==> src/logic/lps_pkg.sv <==
// Constants for the light pen and display status port block.
// Assumes a PC-style 10-bit I/O address bus and 8-bit data.
package lps_pkg;
  localparam logic [3:0] LPS_OFF_STATUS = 4'ha;
  localparam logic [3:0] LPS_OFF_CLEAR  = 4'hb;
  localparam logic [3:0] LPS_OFF_SET    = 4'hc;
  localparam logic [9:0] LPS_BASE_MONO  = 10'h3b0;
  localparam logic [9:0] LPS_BASE_COLOR = 10'h3d0;
  localparam logic [3:0] LPS_NIB_MONO_0  = 4'h2;
  localparam logic [3:0] LPS_NIB_MONO_1  = 4'h3;
  localparam logic [3:0] LPS_NIB_MONO_2  = 4'ha;
  localparam logic [3:0] LPS_NIB_MONO_3  = 4'h8;
  localparam logic [3:0] LPS_NIB_COLOR_0 = 4'h4;
  localparam logic [3:0] LPS_NIB_COLOR_1 = 4'h5;
  localparam logic [3:0] LPS_NIB_COLOR_2 = 4'hc;
  localparam logic [3:0] LPS_NIB_COLOR_3 = 4'hd;
  localparam int LPS_BIT_RETRACE = 0;
  localparam int LPS_BIT_LATCH   = 1;
  localparam int LPS_BIT_SWITCH  = 2;
  localparam int LPS_BIT_VSYNC   = 3;
  localparam int LPS_CNT_LSB     = 4;
  localparam logic [3:0] LPS_STRAP_DEFAULT = 4'hf;
  localparam logic       LPS_LATCH_RESET   = 1'b0;
  localparam logic [3:0] LPS_COUNT_RESET   = 4'h0;
  localparam logic [7:0] LPS_RDATA_RESET   = 8'h00;
endpackage

==> src/logic/lps_status_ports.sv <==
// Host I/O ports for display status, light pen latch and pixel count.
// Assumes host strobes are one-cycle pulses synchronous to clk.
`timescale 1ns/1ps
module lps_status_ports
  import lps_pkg::*;
(
  input  wire logic       clk,
  input  wire logic       srst,
  input  wire logic [9:0] io_addr,
  input  wire logic       io_rd,
  input  wire logic       io_wr,
  input  wire logic [7:0] io_wdata,
  output logic      [7:0] io_rdata,
  output logic            io_rdata_oe,
  input  wire logic [3:0] base_strap,
  input  wire logic       color_mode,
  input  wire logic       hretrace,
  input  wire logic       vretrace,
  input  wire logic       vsync,
  input  wire logic       video_on,
  input  wire logic       pixel_tick,
  input  wire logic       pen_trigger,
  input  wire logic       pen_switch_open,
  output logic            pen_latch
);

  // Mono and colour base pair picked by the straps; all ones keeps the default pair
  function automatic logic [9:0] base_of(
    input logic [3:0] s,
    input logic       color
  );
    logic [9:0] b;
    b      = 10'h000;
    b[9:8] = s[3:2];
    unique case (s[1:0])
      2'h0:
      begin
        b[7:4] = color ? LPS_NIB_COLOR_0 : LPS_NIB_MONO_0;
      end
      2'h1:
      begin
        b[7:4] = color ? LPS_NIB_COLOR_1 : LPS_NIB_MONO_1;
      end
      2'h2:
      begin
        b[7:4] = color ? LPS_NIB_COLOR_2 : LPS_NIB_MONO_2;
      end
      2'h3:
      begin
        b[7:4] = color ? LPS_NIB_COLOR_3 : LPS_NIB_MONO_3;
      end
    endcase
    if (s == LPS_STRAP_DEFAULT)
    begin
      b = color ? LPS_BASE_COLOR : LPS_BASE_MONO;
    end
    return b;
  endfunction

  // Offset decode against the base for the current emulation
  function automatic logic hit(
    input logic [9:0] a,
    input logic [3:0] off,
    input logic [9:0] base
  );
    return (a[9:4] == base[9:4]) && (a[3:0] == off);
  endfunction

  logic [9:0] base_w;
  logic       acc_w;
  logic       latch_q;
  logic       latch_d;
  logic [3:0] pix_q;
  logic [3:0] pix_d;
  logic [3:0] cap_q;
  logic [3:0] cap_d;
  logic [7:0] rdata_q;
  logic [7:0] rdata_d;
  logic       oe_q;
  logic       oe_d;
  logic [7:0] status_w;
  logic       sts_hit_w;
  logic       clr_hit_w;
  logic       set_hit_w;
  logic       pen_hit_w;

  // Write data is never stored; every port is read-only or strobe-only
  assign base_w    = base_of(base_strap, color_mode);
  assign acc_w     = io_rd | io_wr;
  assign pen_hit_w = pen_trigger & ~latch_q;

  // Status byte as seen in the cycle of the read strobe
  always_comb
  begin
    status_w = 8'h00;
    if (color_mode)
    begin
      status_w[LPS_BIT_RETRACE] = hretrace | vretrace;
      status_w[LPS_BIT_VSYNC]   = vsync;
    end
    else
    begin
      status_w[LPS_BIT_RETRACE] = hretrace;
      status_w[LPS_BIT_VSYNC]   = video_on;
    end
    status_w[LPS_BIT_LATCH]  = latch_q;
    status_w[LPS_BIT_SWITCH] = pen_switch_open;
    status_w[7:LPS_CNT_LSB]  = cap_q;
  end

  // Port decode; offsets 13 to 15 and other addresses match nothing
  always_comb
  begin
    sts_hit_w = 1'b0;
    clr_hit_w = 1'b0;
    set_hit_w = 1'b0;
    if (acc_w)
    begin
      sts_hit_w = io_rd && hit(io_addr, LPS_OFF_STATUS, base_w);
      clr_hit_w = hit(io_addr, LPS_OFF_CLEAR, base_w);
      set_hit_w = hit(io_addr, LPS_OFF_SET, base_w);
    end
  end

  // Pixel counter, wraps every sixteen pixels
  always_comb
  begin
    pix_d = pix_q;
    if (pixel_tick)
    begin
      pix_d = pix_q + 4'h1;
    end
  end

  always_ff @(posedge clk)
  begin
    if (srst)
    begin
      pix_q <= LPS_COUNT_RESET;
    end
    else
    begin
      pix_q <= pix_d;
    end
  end

  // Pen latch; set access and pen hit win over a clear in the same cycle
  always_comb
  begin
    latch_d = latch_q;
    if (clr_hit_w)
    begin
      latch_d = 1'b0;
    end
    if (set_hit_w)
    begin
      latch_d = 1'b1;
    end
    if (pen_hit_w)
    begin
      latch_d = 1'b1;
    end
  end

  always_ff @(posedge clk)
  begin
    if (srst)
    begin
      latch_q <= LPS_LATCH_RESET;
    end
    else
    begin
      latch_q <= latch_d;
    end
  end

  // Count captured only on a pen hit, so a set access leaves it alone
  always_comb
  begin
    cap_d = cap_q;
    if (pen_hit_w)
    begin
      cap_d = pix_q;
    end
  end

  always_ff @(posedge clk)
  begin
    if (srst)
    begin
      cap_q <= LPS_COUNT_RESET;
    end
    else
    begin
      cap_q <= cap_d;
    end
  end

  // Read data, zero whenever no status read is answered
  always_comb
  begin
    rdata_d = LPS_RDATA_RESET;
    if (sts_hit_w)
    begin
      rdata_d = status_w;
    end
  end

  always_ff @(posedge clk)
  begin
    if (srst)
    begin
      rdata_q <= LPS_RDATA_RESET;
    end
    else
    begin
      rdata_q <= rdata_d;
    end
  end

  // Answer flag; writes to status and unused offsets never raise it
  always_comb
  begin
    oe_d = 1'b0;
    if (sts_hit_w)
    begin
      oe_d = 1'b1;
    end
  end

  always_ff @(posedge clk)
  begin
    if (srst)
    begin
      oe_q <= 1'b0;
    end
    else
    begin
      oe_q <= oe_d;
    end
  end

  assign io_rdata    = rdata_q;
  assign io_rdata_oe = oe_q;
  assign pen_latch   = latch_q;

endmodule

==> config.mk <==
export PLATFORM = sky130hd
export DESIGN_NAME = lps_status_ports
export DESIGN_NICKNAME = d
export VERILOG_FILES = /design/src/logic/lps_pkg.sv /design/src/logic/lps_status_ports.sv
export SDC_FILE = /design/constraint.sdc
export NUM_CORES = 1
export LEC_CHECK = 0
export ABC_AREA = 1
export ABC_CLOCK_PERIOD_IN_PS = 1100
export BUFFER_PORTS_ARGS = -buffer_cell sky130_fd_sc_hd__buf_2
export CAP_MARGIN = 10
export CORE_MARGIN = 3
export CORE_UTILIZATION = 43
export DETAILED_ROUTE_END_ITERATION = 10
export PLACE_DENSITY = 0.78
export SLEW_MARGIN = 40
export SYNTH_ARGS = -nofsm -noshare
export SYNTH_HDL_FRONTEND = slang
export SYNTH_SLANG_ARGS = --single-unit
==> constraint.sdc <==
create_clock -name clk -period 1.1 [get_ports clk]
set_input_delay 0.165 -clock clk [delete_from_list [all_inputs] [get_ports clk]]
set_output_delay 0.165 -clock clk [all_outputs]
set_load 0.03 [all_outputs]
==> results of run 1 <==
cell usage in the layout (no fill, tap or decap), types with 2 or more instances in the layout:
cell type,count
nand3_1,4
nand2_1,25
buf_2,35
nor3_1,2
nand2_2,3
nand3_2,2
clkbuf_4,3
dfxtp_1,17
a21oi_1,10
o21ai_0,5
nor2_2,8
nor2_4,3
inv_1,20
nor2_1,4
inv_2,3
area by class of cell:
| type | count | area [um2] |
|---|---|---|
| multi-input combinational | 73 | 394 |
| fill | 159 | 691 |
| sequential | 18 | 362 |
| inverter | 23 | 86.3 |
| timing repair buffer | 36 | 183 |
| tap | 25 | 31.3 |
| clock buffer | 4 | 36.3 |
worst max path at each step:
stage | to | slack, ns
after global routing | pen_latch | 0.009
after CTS | pen_latch | 0.09
after detailed placement | io_rdata[3] | -0.02
final | pen_latch | 0.1
after global placement | io_rdata[3] | 0.005
after floorplan | pen_latch | 0.11
where the power goes:
part | switching (mW) | internal (mW)
registers | 0.0123 | 0.674
clock network | 0.193 | 0.202
logic | 0.115 | 0.0836
sequential cells by signal, summed over array words and instances, names as in the netlist:
| signal | cells |
|---|---|
| pen_latch | 1 |
| pix_q | 4 |
| io_rdata | 8 |
| io_rdata_oe | 1 |
| cap_q | 4 |
routing by layer:
metal / GRT usage, % / share of wire (%) / wire (um)
met4: 1.38 / 0 / 0
met3: 5.34 / 6.5 / 105
met5: 0 / 0 / 0
met1: 15.8 / 42 / 686
met2: 25.9 / 51 / 828
metrics by stage:
step	total power, mW	util [%]	hold slack (ns)	setup TNS (ns)	setup slack (ns)
floorplan	0.819	-	0.227	0	0.107
global placement	0.891	59.2	0.359	0	0.00477
detailed placement	0.901	59.2	0.362	-0.0202	-0.0168
CTS	1.30	61.3	0.0399	0	0.0853
global route	1.36	61.3	0.0418	0	0.00883
finish	1.28	61.3	0.0506	0	0.0992
cells by family after synthesis:
group | share of synthesized area, %
and+or+nand+nor | 34.8
buffers and inverters | 10.3
DFF | 42.9
AOI/OAI and AO/OA | 10.6
adders and majority gates | 1.49
==> reports/results.tsv, run 1 <==
stage	metric	value	unit
clock_network	post-CTS setup buffers	0	
clock_network	clk slew on worst S/H paths	0.10	ns
hold_path	hold wc startpoint	srst	
synthesis	top-area cell type share of the netlist area	42.9	%
timing	endpoints failing setup	0	
synthesis	Synth cell types	20	
die	chip width	50.2	um
die	Std-Cell Rows	15	
clock_network	CTS Hold Bufs	0	
timing	RSZ-0062 raised after global routing	false	
synthesis	post-synth top area cell	dfxtp_1	
synthesis	Synth top cells by count	25 x nand2_1, 20 x inv_1, 18 x dfxtp_1	
timing	Final min period	1.00	ns
timing	Hold Fails Final Rpt	0	
place	Placed Instances	175	
finish	nets	190	
critical_path	Worst path slowest cell	dfxtp_2	
synthesis	Syn Inst Count	114	
clock_network	Gates resized, CTS repair	0	
critical_path	CP startpoint kind	flip-flop	
critical_path	critical path depth in cells	1	
critical_path	Worst R2R Setup Slack	0.13	ns
critical_path	Critical Path Max Stage Delay	0.35	ns
critical_path	Bufs and invs on worst path	1	
synthesis	ys async rst share	0	%
synthesis	Post-Synthesis Cell Area	841	um2
global_route	largest net degree at the start of global routing	11	
critical_path	maximum fanout along the worst path	3	
detailed_routing	Routed WL per cell	9.05	um
power	leakage power	0.594	nW
run	Max-cap violations	0	
finish	Area Overhead vs Synth	29.9	%
power	Max VDD drop	981	uV
power	pwr/cell area	1170	nW/um2
hold_path	Hold Path Class	input port to flip-flop	
synthesis	dominant cells by area after synthesis	dfxtp_1 43%, nand2_1 11%, inv_1 8.9%, a21oi_1 6.0%, nor2_2 6.0%	
global_route	grt ovf	0	
synthesis	most frequent cell after synthesis	nand2_1	
finish	n_diodes	0	
synthesis	Yosys reg bits	18	
synthesis	Synth Net Count	149	
detailed_routing	Post-Route WL	1620	um
detailed_routing	DRC viols	0	
clock_network	worst-skew pair later-pin latency	0.29	ns
detailed_routing	vias	808	
timing	normalized max-slew margin	82.6	%
place	GP Congestion	0.734	
die	Die Span Y	50.2	um
synthesis	Syn. warnings	0	
timing	Slew @ Worst Pin	0.259	ns
critical_path	crit path DAT	0.84	ns
detailed_routing	Detailed Route Iter0 Violations	8	
critical_path	CP top delay family	flip-flops	
hold_path	WHS Endpoint	pen_latch	
synthesis	post-synthesis sequential area ratio	42.9	%
die	boundary pin count	44	
global_route	Total GRT Usage	14.1	%
timing	fin crit share	91.0	%
critical_path	Required @ worst endpoint	0.94	ns
global_route	initial antenna violation count	0	
clock_network	# H-tree levels	1	
die	Starting Density	47.2	%
timing	Final Max Slew Viols	0	
clock_network	clock buffer depth	2	
critical_path	reg2reg end	pen_latch	
clock_network	CTS buffer count	3	
critical_path	crit path kind	flip-flop to output pin	
detailed_routing	ANT nets after route	0	
global_route	vias in the first global route	752	
critical_path	CP cell instances	buf_2	
die	core area	1780	um2
critical_path	r2r startpoint	pen_latch	
place	Port-buffer cells	35	
finish	post-route design area	1090	um2
critical_path	Worst Reg-to-Reg Cells	5	
place	Post-DP HPWL	1350	um
finish	post-route insts no fill	179	
critical_path	CP Launch Point	pen_latch	
synthesis	EDFF count, synth	0	
timing	skew final	0.00228	ns
clock_network	CTS Root Cell	clkbuf_4	
synthesis	top_reg_cell synth	dfxtp_1	
clock_network	clk sinks	18	
timing	Fmax achieved	999	MHz
status	run status	finished clean	
die	die area	2520	um2
global_route	first-pass GRT wire length	2840	um
synthesis	Synth Area per Inst	7.38	um2
detailed_routing	First-pass DRT Iterations	4	
critical_path	Worst Setup End Kind	output pin	
finish	layout cells sized above 1	40.3	%
clock_network	TritonCTS clock tree	done	
detailed_routing	DR vias/cell	4.51	
place	dpl cell area	1060	um2
hold_path	worst hold path stage count	2	
Note: power is estimated with default switching activity, not from simulation.
==> run 2: changes to the inputs <==
Settings changed: ABC_AREA 1 to not set, BUFFER_PORTS_ARGS -buffer_cell sky130_fd_sc_hd__buf_2 to not set, CORE_UTILIZATION 43 to 45, DONT_BUFFER_PORTS set to 1, PLACE_DENSITY 0.78 to 0.61.
==> run 2 against run 1 <==
Die area decreased by 12%. Clock skew up 0.0051 ns. Fmax decreased by 4.4%. Critical endpoint is now pen_latch. Largest cell class unchanged.
==> reports/results.tsv, run 2 <==
stage	metric	value	unit	change
critical_path	Worst Reg-to-Reg Cells	3		was 5
critical_path	maximum fanout along the worst path	2		was 3
hold_path	worst hold path stage count	2		unchanged
synthesis	post-synthesis sequential area ratio	47.3	%	was 42.9%
power	Max VDD drop	701	uV	was 981 uV
finish	commonest non-fill, non-tap cell in the layout	dfxtp_1		was buf_2
timing	endpoints failing setup	0		unchanged
clock_network	clk sinks	18		unchanged
detailed_routing	ANT nets after route	0		unchanged
detailed_routing	Detailed Route Iter0 Violations	3		was 8
power	leakage power	0.321	nW	was 0.594 nW
synthesis	top_reg_cell synth	dfxtp_1		unchanged
die	Starting Density	49.4	%	was 47.2%
die	boundary pin count	44		unchanged
status	run status	finished clean		unchanged
clock_network	CTS buffer count	3		unchanged
run	Max-cap violations	0		unchanged
synthesis	Synth cell types	27		was 20
die	die area	2220	um2	was 2520 um2
critical_path	Worst R2R Setup Slack	0.13	ns	about the same
hold_path	Hold Path Class	input port to flip-flop		unchanged
global_route	grt ovf	0		unchanged
global_route	first-pass GRT wire length	2220	um	was 2840 um
global_route	largest net degree at the start of global routing	11		unchanged
critical_path	crit path DAT	1.26	ns	was 0.84 ns
synthesis	Post-Synthesis Cell Area	762	um2	was 841 um2
global_route	initial antenna violation count	0		unchanged
synthesis	Synth Net Count	117		was 149
clock_network	post-CTS setup buffers	0		unchanged
hold_path	hold wc startpoint	pixel_tick		was srst
finish	max FFs per register	8		unchanged
synthesis	Syn. warnings	0		unchanged
critical_path	CP cell instances	xor2_1 > nor3_2 > nand3_2 > or4_4 > a211oi_2		was buf_2
synthesis	Synth Area per Inst	9.29	um2	was 7.38 um2
timing	skew final	0.00733	ns	was 0.00228 ns
synthesis	top-area cell type share of the netlist area	47.3	%	was 42.9%
place	Port-buffer cells	0		was 35
place	Post-DP HPWL	1070	um	was 1350 um
clock_network	# H-tree levels	1		unchanged
die	chip width	47.2	um	was 50.2 um
clock_network	worst-skew pair later-pin latency	0.29	ns	about the same
critical_path	Required @ worst endpoint	1.32	ns	was 0.94 ns
global_route	Total GRT Usage	14.1	%	about the same
timing	RSZ-0062 raised after global routing	true		was false
place	dpl cell area	801	um2	was 1060 um2
die	Std-Cell Rows	14		was 15
timing	Slew @ Worst Pin	0.350	ns	was 0.259 ns
power	pwr/cell area	1360	nW/um2	was 1170 nW/um2
finish	nets	126		was 190
global_route	vias in the first global route	561		was 752
timing	setup_tns	0	ns	unchanged
die	Die Span Y	47.2	um	was 50.2 um
detailed_routing	DR vias/cell	5.45		was 4.51
synthesis	ys async rst share	0	%	unchanged
timing	Fmax achieved	955	MHz	was 999 MHz
critical_path	Worst Setup End Kind	flip-flop		was output pin
timing	Hold Fails Final Rpt	0		unchanged
finish	Area Overhead vs Synth	13.8	%	was 29.9%
clock_network	clock buffer depth	2		unchanged
clock_network	clk slew on worst S/H paths	0.10	ns	about the same
critical_path	Worst path slowest cell	or4_4		was dfxtp_2
detailed_routing	Routed WL per cell	12.6	um	was 9.05 um
timing	Final Max Slew Viols	0		unchanged
hold_path	WHS Endpoint	pix_q[1]		was pen_latch
power	Final Total Pwr	1.18	mW	was 1.28 mW
timing	fin crit share	95.1	%	was 91.0%
finish	commonest cells after routing, fill and taps aside	17 x dfxtp_1, 10 x nand2_1, 8 x nor2_1, 6 x and2_1		was 35 x buf_2, 25 x nand2_1, 20 x inv_1, 17 x dfxtp_1, 10 x a21oi_1
synthesis	Synth top cells by count	18 x dfxtp_1, 10 x nand2_1, 8 x nor2_1		was 25 x nand2_1, 20 x inv_1, 18 x dfxtp_1
timing	normalized max-slew margin	76.6	%	was 82.6%
detailed_routing	First-pass DRT Iterations	4		unchanged
finish	n_diodes	0		unchanged
finish	layout cells sized above 1	16.7	%	was 40.3%
finish	post-route design area	867	um2	was 1090 um2
critical_path	Bufs and invs on worst path	0		was 1
synthesis	Syn Inst Count	82		was 114
detailed_routing	vias	578		was 808
clock_network	TritonCTS clock tree	done		unchanged
critical_path	Critical Path Max Stage Delay	0.52	ns	was 0.35 ns
synthesis	most frequent cell after synthesis	dfxtp_1		was nand2_1
critical_path	CP startpoint kind	input port		was flip-flop
timing	Final min period	1.05	ns	was 1.00 ns
critical_path	crit path kind	input port to flip-flop		was flip-flop to output pin
critical_path	CP top delay family	simple AND/OR/NAND/NOR gates		was flip-flops
synthesis	EDFF count, synth	0		unchanged
place	GP Congestion	0.711		was 0.734
synthesis	dominant cells by area after synthesis	dfxtp_1 47%, xor2_1 5.7%, and2_1 4.9%, nand2_1 4.9%, a21oi_1 3.9%		was dfxtp_1 43%, nand2_1 11%, inv_1 8.9%, a21oi_1 6.0%, nor2_2 6.0%
critical_path	reg2reg end	pix_q[1]		was pen_latch
die	core area	1540	um2	was 1780 um2
detailed_routing	Post-Route WL	1340	um	was 1620 um
synthesis	post-synth top area cell	dfxtp_1		unchanged
detailed_routing	DRC viols	0		unchanged
critical_path	r2r startpoint	pix_q[0]		was pen_latch
clock_network	CTS Root Cell	clkbuf_4		unchanged
synthesis	Yosys reg bits	18		unchanged
[run 2: cell count changes after synthesis, sizes merged, moves of 3 or more]
cell and delta:
a21oi -5, xor2 +5, nor2 -7, nand2 -19, nand3 -3, xnor2 +3, and2 +6, inv -22
o21ai -5
[run 2: stage by stage]
step | worst slack [ns] | hold slack (ns) | utilization (%) | std cells
2_1_floorplan | -0.300 | 0.287 | - | 82
3_3_place_gp | -0.245 | 0.237 | 51.9 | 100
3_5_place_dp | -0.270 | 0.238 | 51.9 | 100
4_1_cts | 0.0408 | 0.0168 | 55.6 | 106
5_1_grt | -0.00733 | 0.0451 | 56.3 | 106
6_report | 0.0534 | 0.0269 | 56.3 | 106
[run 2: report_power, final]
part           switching (mW)  internal [mW]
Combinational          0.0531         0.0575
Sequential             0.0140          0.666
Clock                   0.190          0.201
Total                   0.258          0.925
[run 2: logic make-up (layout without fill, tap and decap cells)]
kind of cell	after synthesis	count (layout)	share of synthesized area (%)
flip-flops	18	18	47.3
buffers and inverters	3	11	2.46
AO/OA/AOI/OAI	10	10	7.72
adder cells (fa/ha/maj)	1	1	1.64
AND/OR/NAND/NOR	40	40	29.1
multiplexers	2	2	2.63
XOR/XNOR	8	8	9.20
[run 2: worst max-delay path by stage]
stage / from / to / slack, ns / cells past startpoint
2_1_floorplan: color_mode / pen_latch / -0.30 / 6
3_3_place_gp: base_strap[2] / pen_latch / -0.24 / 5
3_5_place_dp: base_strap[2] / pen_latch / -0.27 / 5
4_1_cts: pen_latch / pen_latch / 0.04 / 1
5_1_grt: base_strap[2] / pen_latch / -0.007 / 5
6_report: base_strap[2] / pen_latch / 0.05 / 5
[run 2: routing by layer]
metal,up-vias,GRT usage (%),wire length (um)
met5,-,0,0
met4,0,4.97,0
met3,0,6.90,126
met2,27,22.8,666
met1,253,16.2,545
li1,298,-,-
[run 2: area by class of cell]
class	count	area [um2]
Inverter	1	3.75
Sequential cell	18	362
Tap cell	16	20.0
Multi-Input combinational cell	61	395
Timing Repair Buffer	6	50.0
Fill cell	148	674
Clock buffer	4	36.3
[run 2: repair_timing]
item / 4_1_cts / 5_1_grt
hold buffers: 2 / 0
hold endpoints to repair: 10 / 0
setup endpoints to repair: 0 / 2
resized for setup: 0 / 4
==> run 3: changes to the inputs <==
Settings changed: ABC_CLOCK_PERIOD_IN_PS 1100 to 900, PLACE_DENSITY 0.61 to 0.63.
Clock period 1.1 ns to 0.9 ns, I/O delays scaled along.
==> run 3 against run 2 <==
The run now ends with negative hold slack, negative setup slack left. Critical path depth is the same. Sequential power grew 22%. Cell count grew 3.8%. Critical endpoint unchanged.
==> reports/results.tsv, run 3 (synthesized netlist as in run 2, its figures left out) <==
stage	metric	value	unit	change
global_route	first-pass GRT wire length	2050	um	was 2220 um
power	leakage power	0.356	nW	was 0.321 nW
clock_network	clk sinks	18		unchanged
die	die area	2220	um2	unchanged
power	Final Total Pwr	1.48	mW	was 1.18 mW
detailed_routing	vias	599		was 578
die	core area	1540	um2	unchanged
place	Port-buffer cells	0		unchanged
status	failing checks	negative hold slack, negative setup slack		
detailed_routing	Post-Route WL	1400	um	was 1340 um
detailed_routing	First-pass DRT Iterations	4		unchanged
detailed_routing	ANT nets after route	0		unchanged
detailed_routing	DR vias/cell	5.45		about the same
clock_network	clock buffer depth	2		unchanged
timing	RSZ-0062 raised after global routing	true		unchanged
hold_path	Hold Path Class	input port to flip-flop		unchanged
timing	Fmax achieved	946	MHz	
die	Starting Density	49.4	%	unchanged
finish	post-route design area	953	um2	was 867 um2
timing	Hold Worst Slack	-0.107	ns	was 0.0269 ns
finish	max FFs per register	8		unchanged
place	dpl cell area	823	um2	was 801 um2
detailed_routing	Detailed Route Iter0 Violations	3		unchanged
timing	fin crit share	117	%	
critical_path	crit path DAT	1.27	ns	was 1.26 ns
die	Std-Cell Rows	14		unchanged
critical_path	Worst Reg-to-Reg Cells	3		unchanged
die	boundary pin count	44		unchanged
clock_network	CTS Root Cell	clkbuf_4		unchanged
detailed_routing	DRC viols	0		unchanged
place	GP Congestion	0.705		was 0.711
critical_path	CP startpoint kind	input port		unchanged
timing	setup_tns	-0.471	ns	was 0 ns
finish	n_diodes	0		unchanged
clock_network	CTS Hold Bufs	1		was 2
finish	commonest cells after routing, fill and taps aside	11 x dfxtp_2, 9 x nand2_1, 9 x buf_4, 8 x nor2_1, 7 x dfxtp_1		was 17 x dfxtp_1, 10 x nand2_1, 8 x nor2_1, 6 x and2_1
clock_network	clk slew on worst S/H paths	0.10	ns	about the same
run	Max-cap violations	0		unchanged
timing	skew final	0.00694	ns	was 0.00733 ns
timing	normalized max-slew margin	80.2	%	was 76.6%
finish	Area Overhead vs Synth	25.1	%	was 13.8%
finish	commonest non-fill, non-tap cell in the layout	dfxtp_2		was dfxtp_1
global_route	initial antenna violation count	0		unchanged
clock_network	worst-skew pair later-pin latency	0.28	ns	was 0.29 ns
timing	Final min period	1.06	ns	
place	Post-DP HPWL	1040	um	was 1070 um
timing	final worst setup slack	-0.157	ns	was 0.0534 ns
hold_path	worst hold path stage count	1		was 2
die	Die Span Y	47.2	um	unchanged
critical_path	Required @ worst endpoint	1.12	ns	was 1.32 ns
status	run status	complete, but fails checks		was finished clean
clock_network	TritonCTS clock tree	done		unchanged
critical_path	maximum fanout along the worst path	2		unchanged
critical_path	crit path kind	input port to flip-flop		unchanged
global_route	vias in the first global route	500		was 561
clock_network	# H-tree levels	1		unchanged
power	Max VDD drop	866	uV	was 701 uV
timing	Hold Fails Final Rpt	9		was 0
timing	Slew @ Worst Pin	0.294	ns	was 0.350 ns
power	pwr/cell area	1550	nW/um2	was 1360 nW/um2
timing	endpoints failing setup	8		was 0
clock_network	CTS buffer count	3		unchanged
global_route	grt ovf	0		unchanged
global_route	largest net degree at the start of global routing	11		unchanged
detailed_routing	Routed WL per cell	12.8	um	was 12.6 um
global_route	Total GRT Usage	12.8	%	was 14.1%
finish	nets	130		was 126
die	chip width	47.2	um	unchanged
critical_path	Worst Setup End Kind	flip-flop		unchanged
finish	layout cells sized above 1	38.3	%	was 16.7%
timing	Final Max Slew Viols	0		unchanged
-- run 3: cell count changes in the layout (fill, tap and decap cells not counted), sizes merged --
cell,previous run,this run
buf,4,9
dlygate4sd3,2,1
-- run 3: area by class of cell --
type                    count  area [um2]
inverters                   1        3.75
well taps                  16        20.0
multi-input cells          61         442
clock buffers               4        36.3
fillers                   145         588
repair buffers             10        77.6
flip-flops and latches     18         374
-- run 3: critical path, cell delays in order --
cell and delay, ns:
xor2_1 0.15, nor3_2 0.20, nand3_2 0.09, or4_4 0.52, a211oi_2 0.18
-- run 3: timing repair --
item                       CTS  global route
pin swaps                    1             5
hold endpoints to repair    10             9
setup endpoints to repair   19            14
gates resized for setup     15             8
setup buffers                0             2
-- run 3: where the power goes --
group          total (mW)  leakage (nW)  internal (mW)  switching (mW)
Sequential          0.833         0.151          0.814          0.0189
Combinational       0.170         0.183         0.0982          0.0719
Clock               0.473        0.0210          0.246           0.227
-- run 3: through the flow --
step | hold WS, ns | util [%] | setup WS [ns] | instances
5_1_grt | -0.130 | 61.9 | -0.199 | 110
2_1_floorplan | 0.257 | - | -0.470 | 82
3_5_place_dp | 0.208 | 53.4 | -0.465 | 103
3_3_place_gp | 0.207 | 53.4 | -0.426 | 103
4_1_cts | -0.112 | 58.4 | -0.136 | 108
6_report | -0.107 | 61.9 | -0.157 | 110
-- run 3: per-layer routing --
metal  GRT usage, %  wire length (um)  vias to the layer above
li1               -                 -                      307
met1           16.6               574                      264
met2           19.8               676                       26
met3           6.51               143                        2
met4           1.66                 9                        0
met5              0                 0                        -
-- run 3: worst paths after layout --
path	endpoint	slack [ns]	from
hold / removal	pix_q[1]	-0.11	srst
setup / recovery	pen_latch	-0.16	io_addr[6]
hold reg to reg	cap_q[3]	0.45	cap_q[3]
setup reg to reg	pen_latch	-0.07	pen_latch
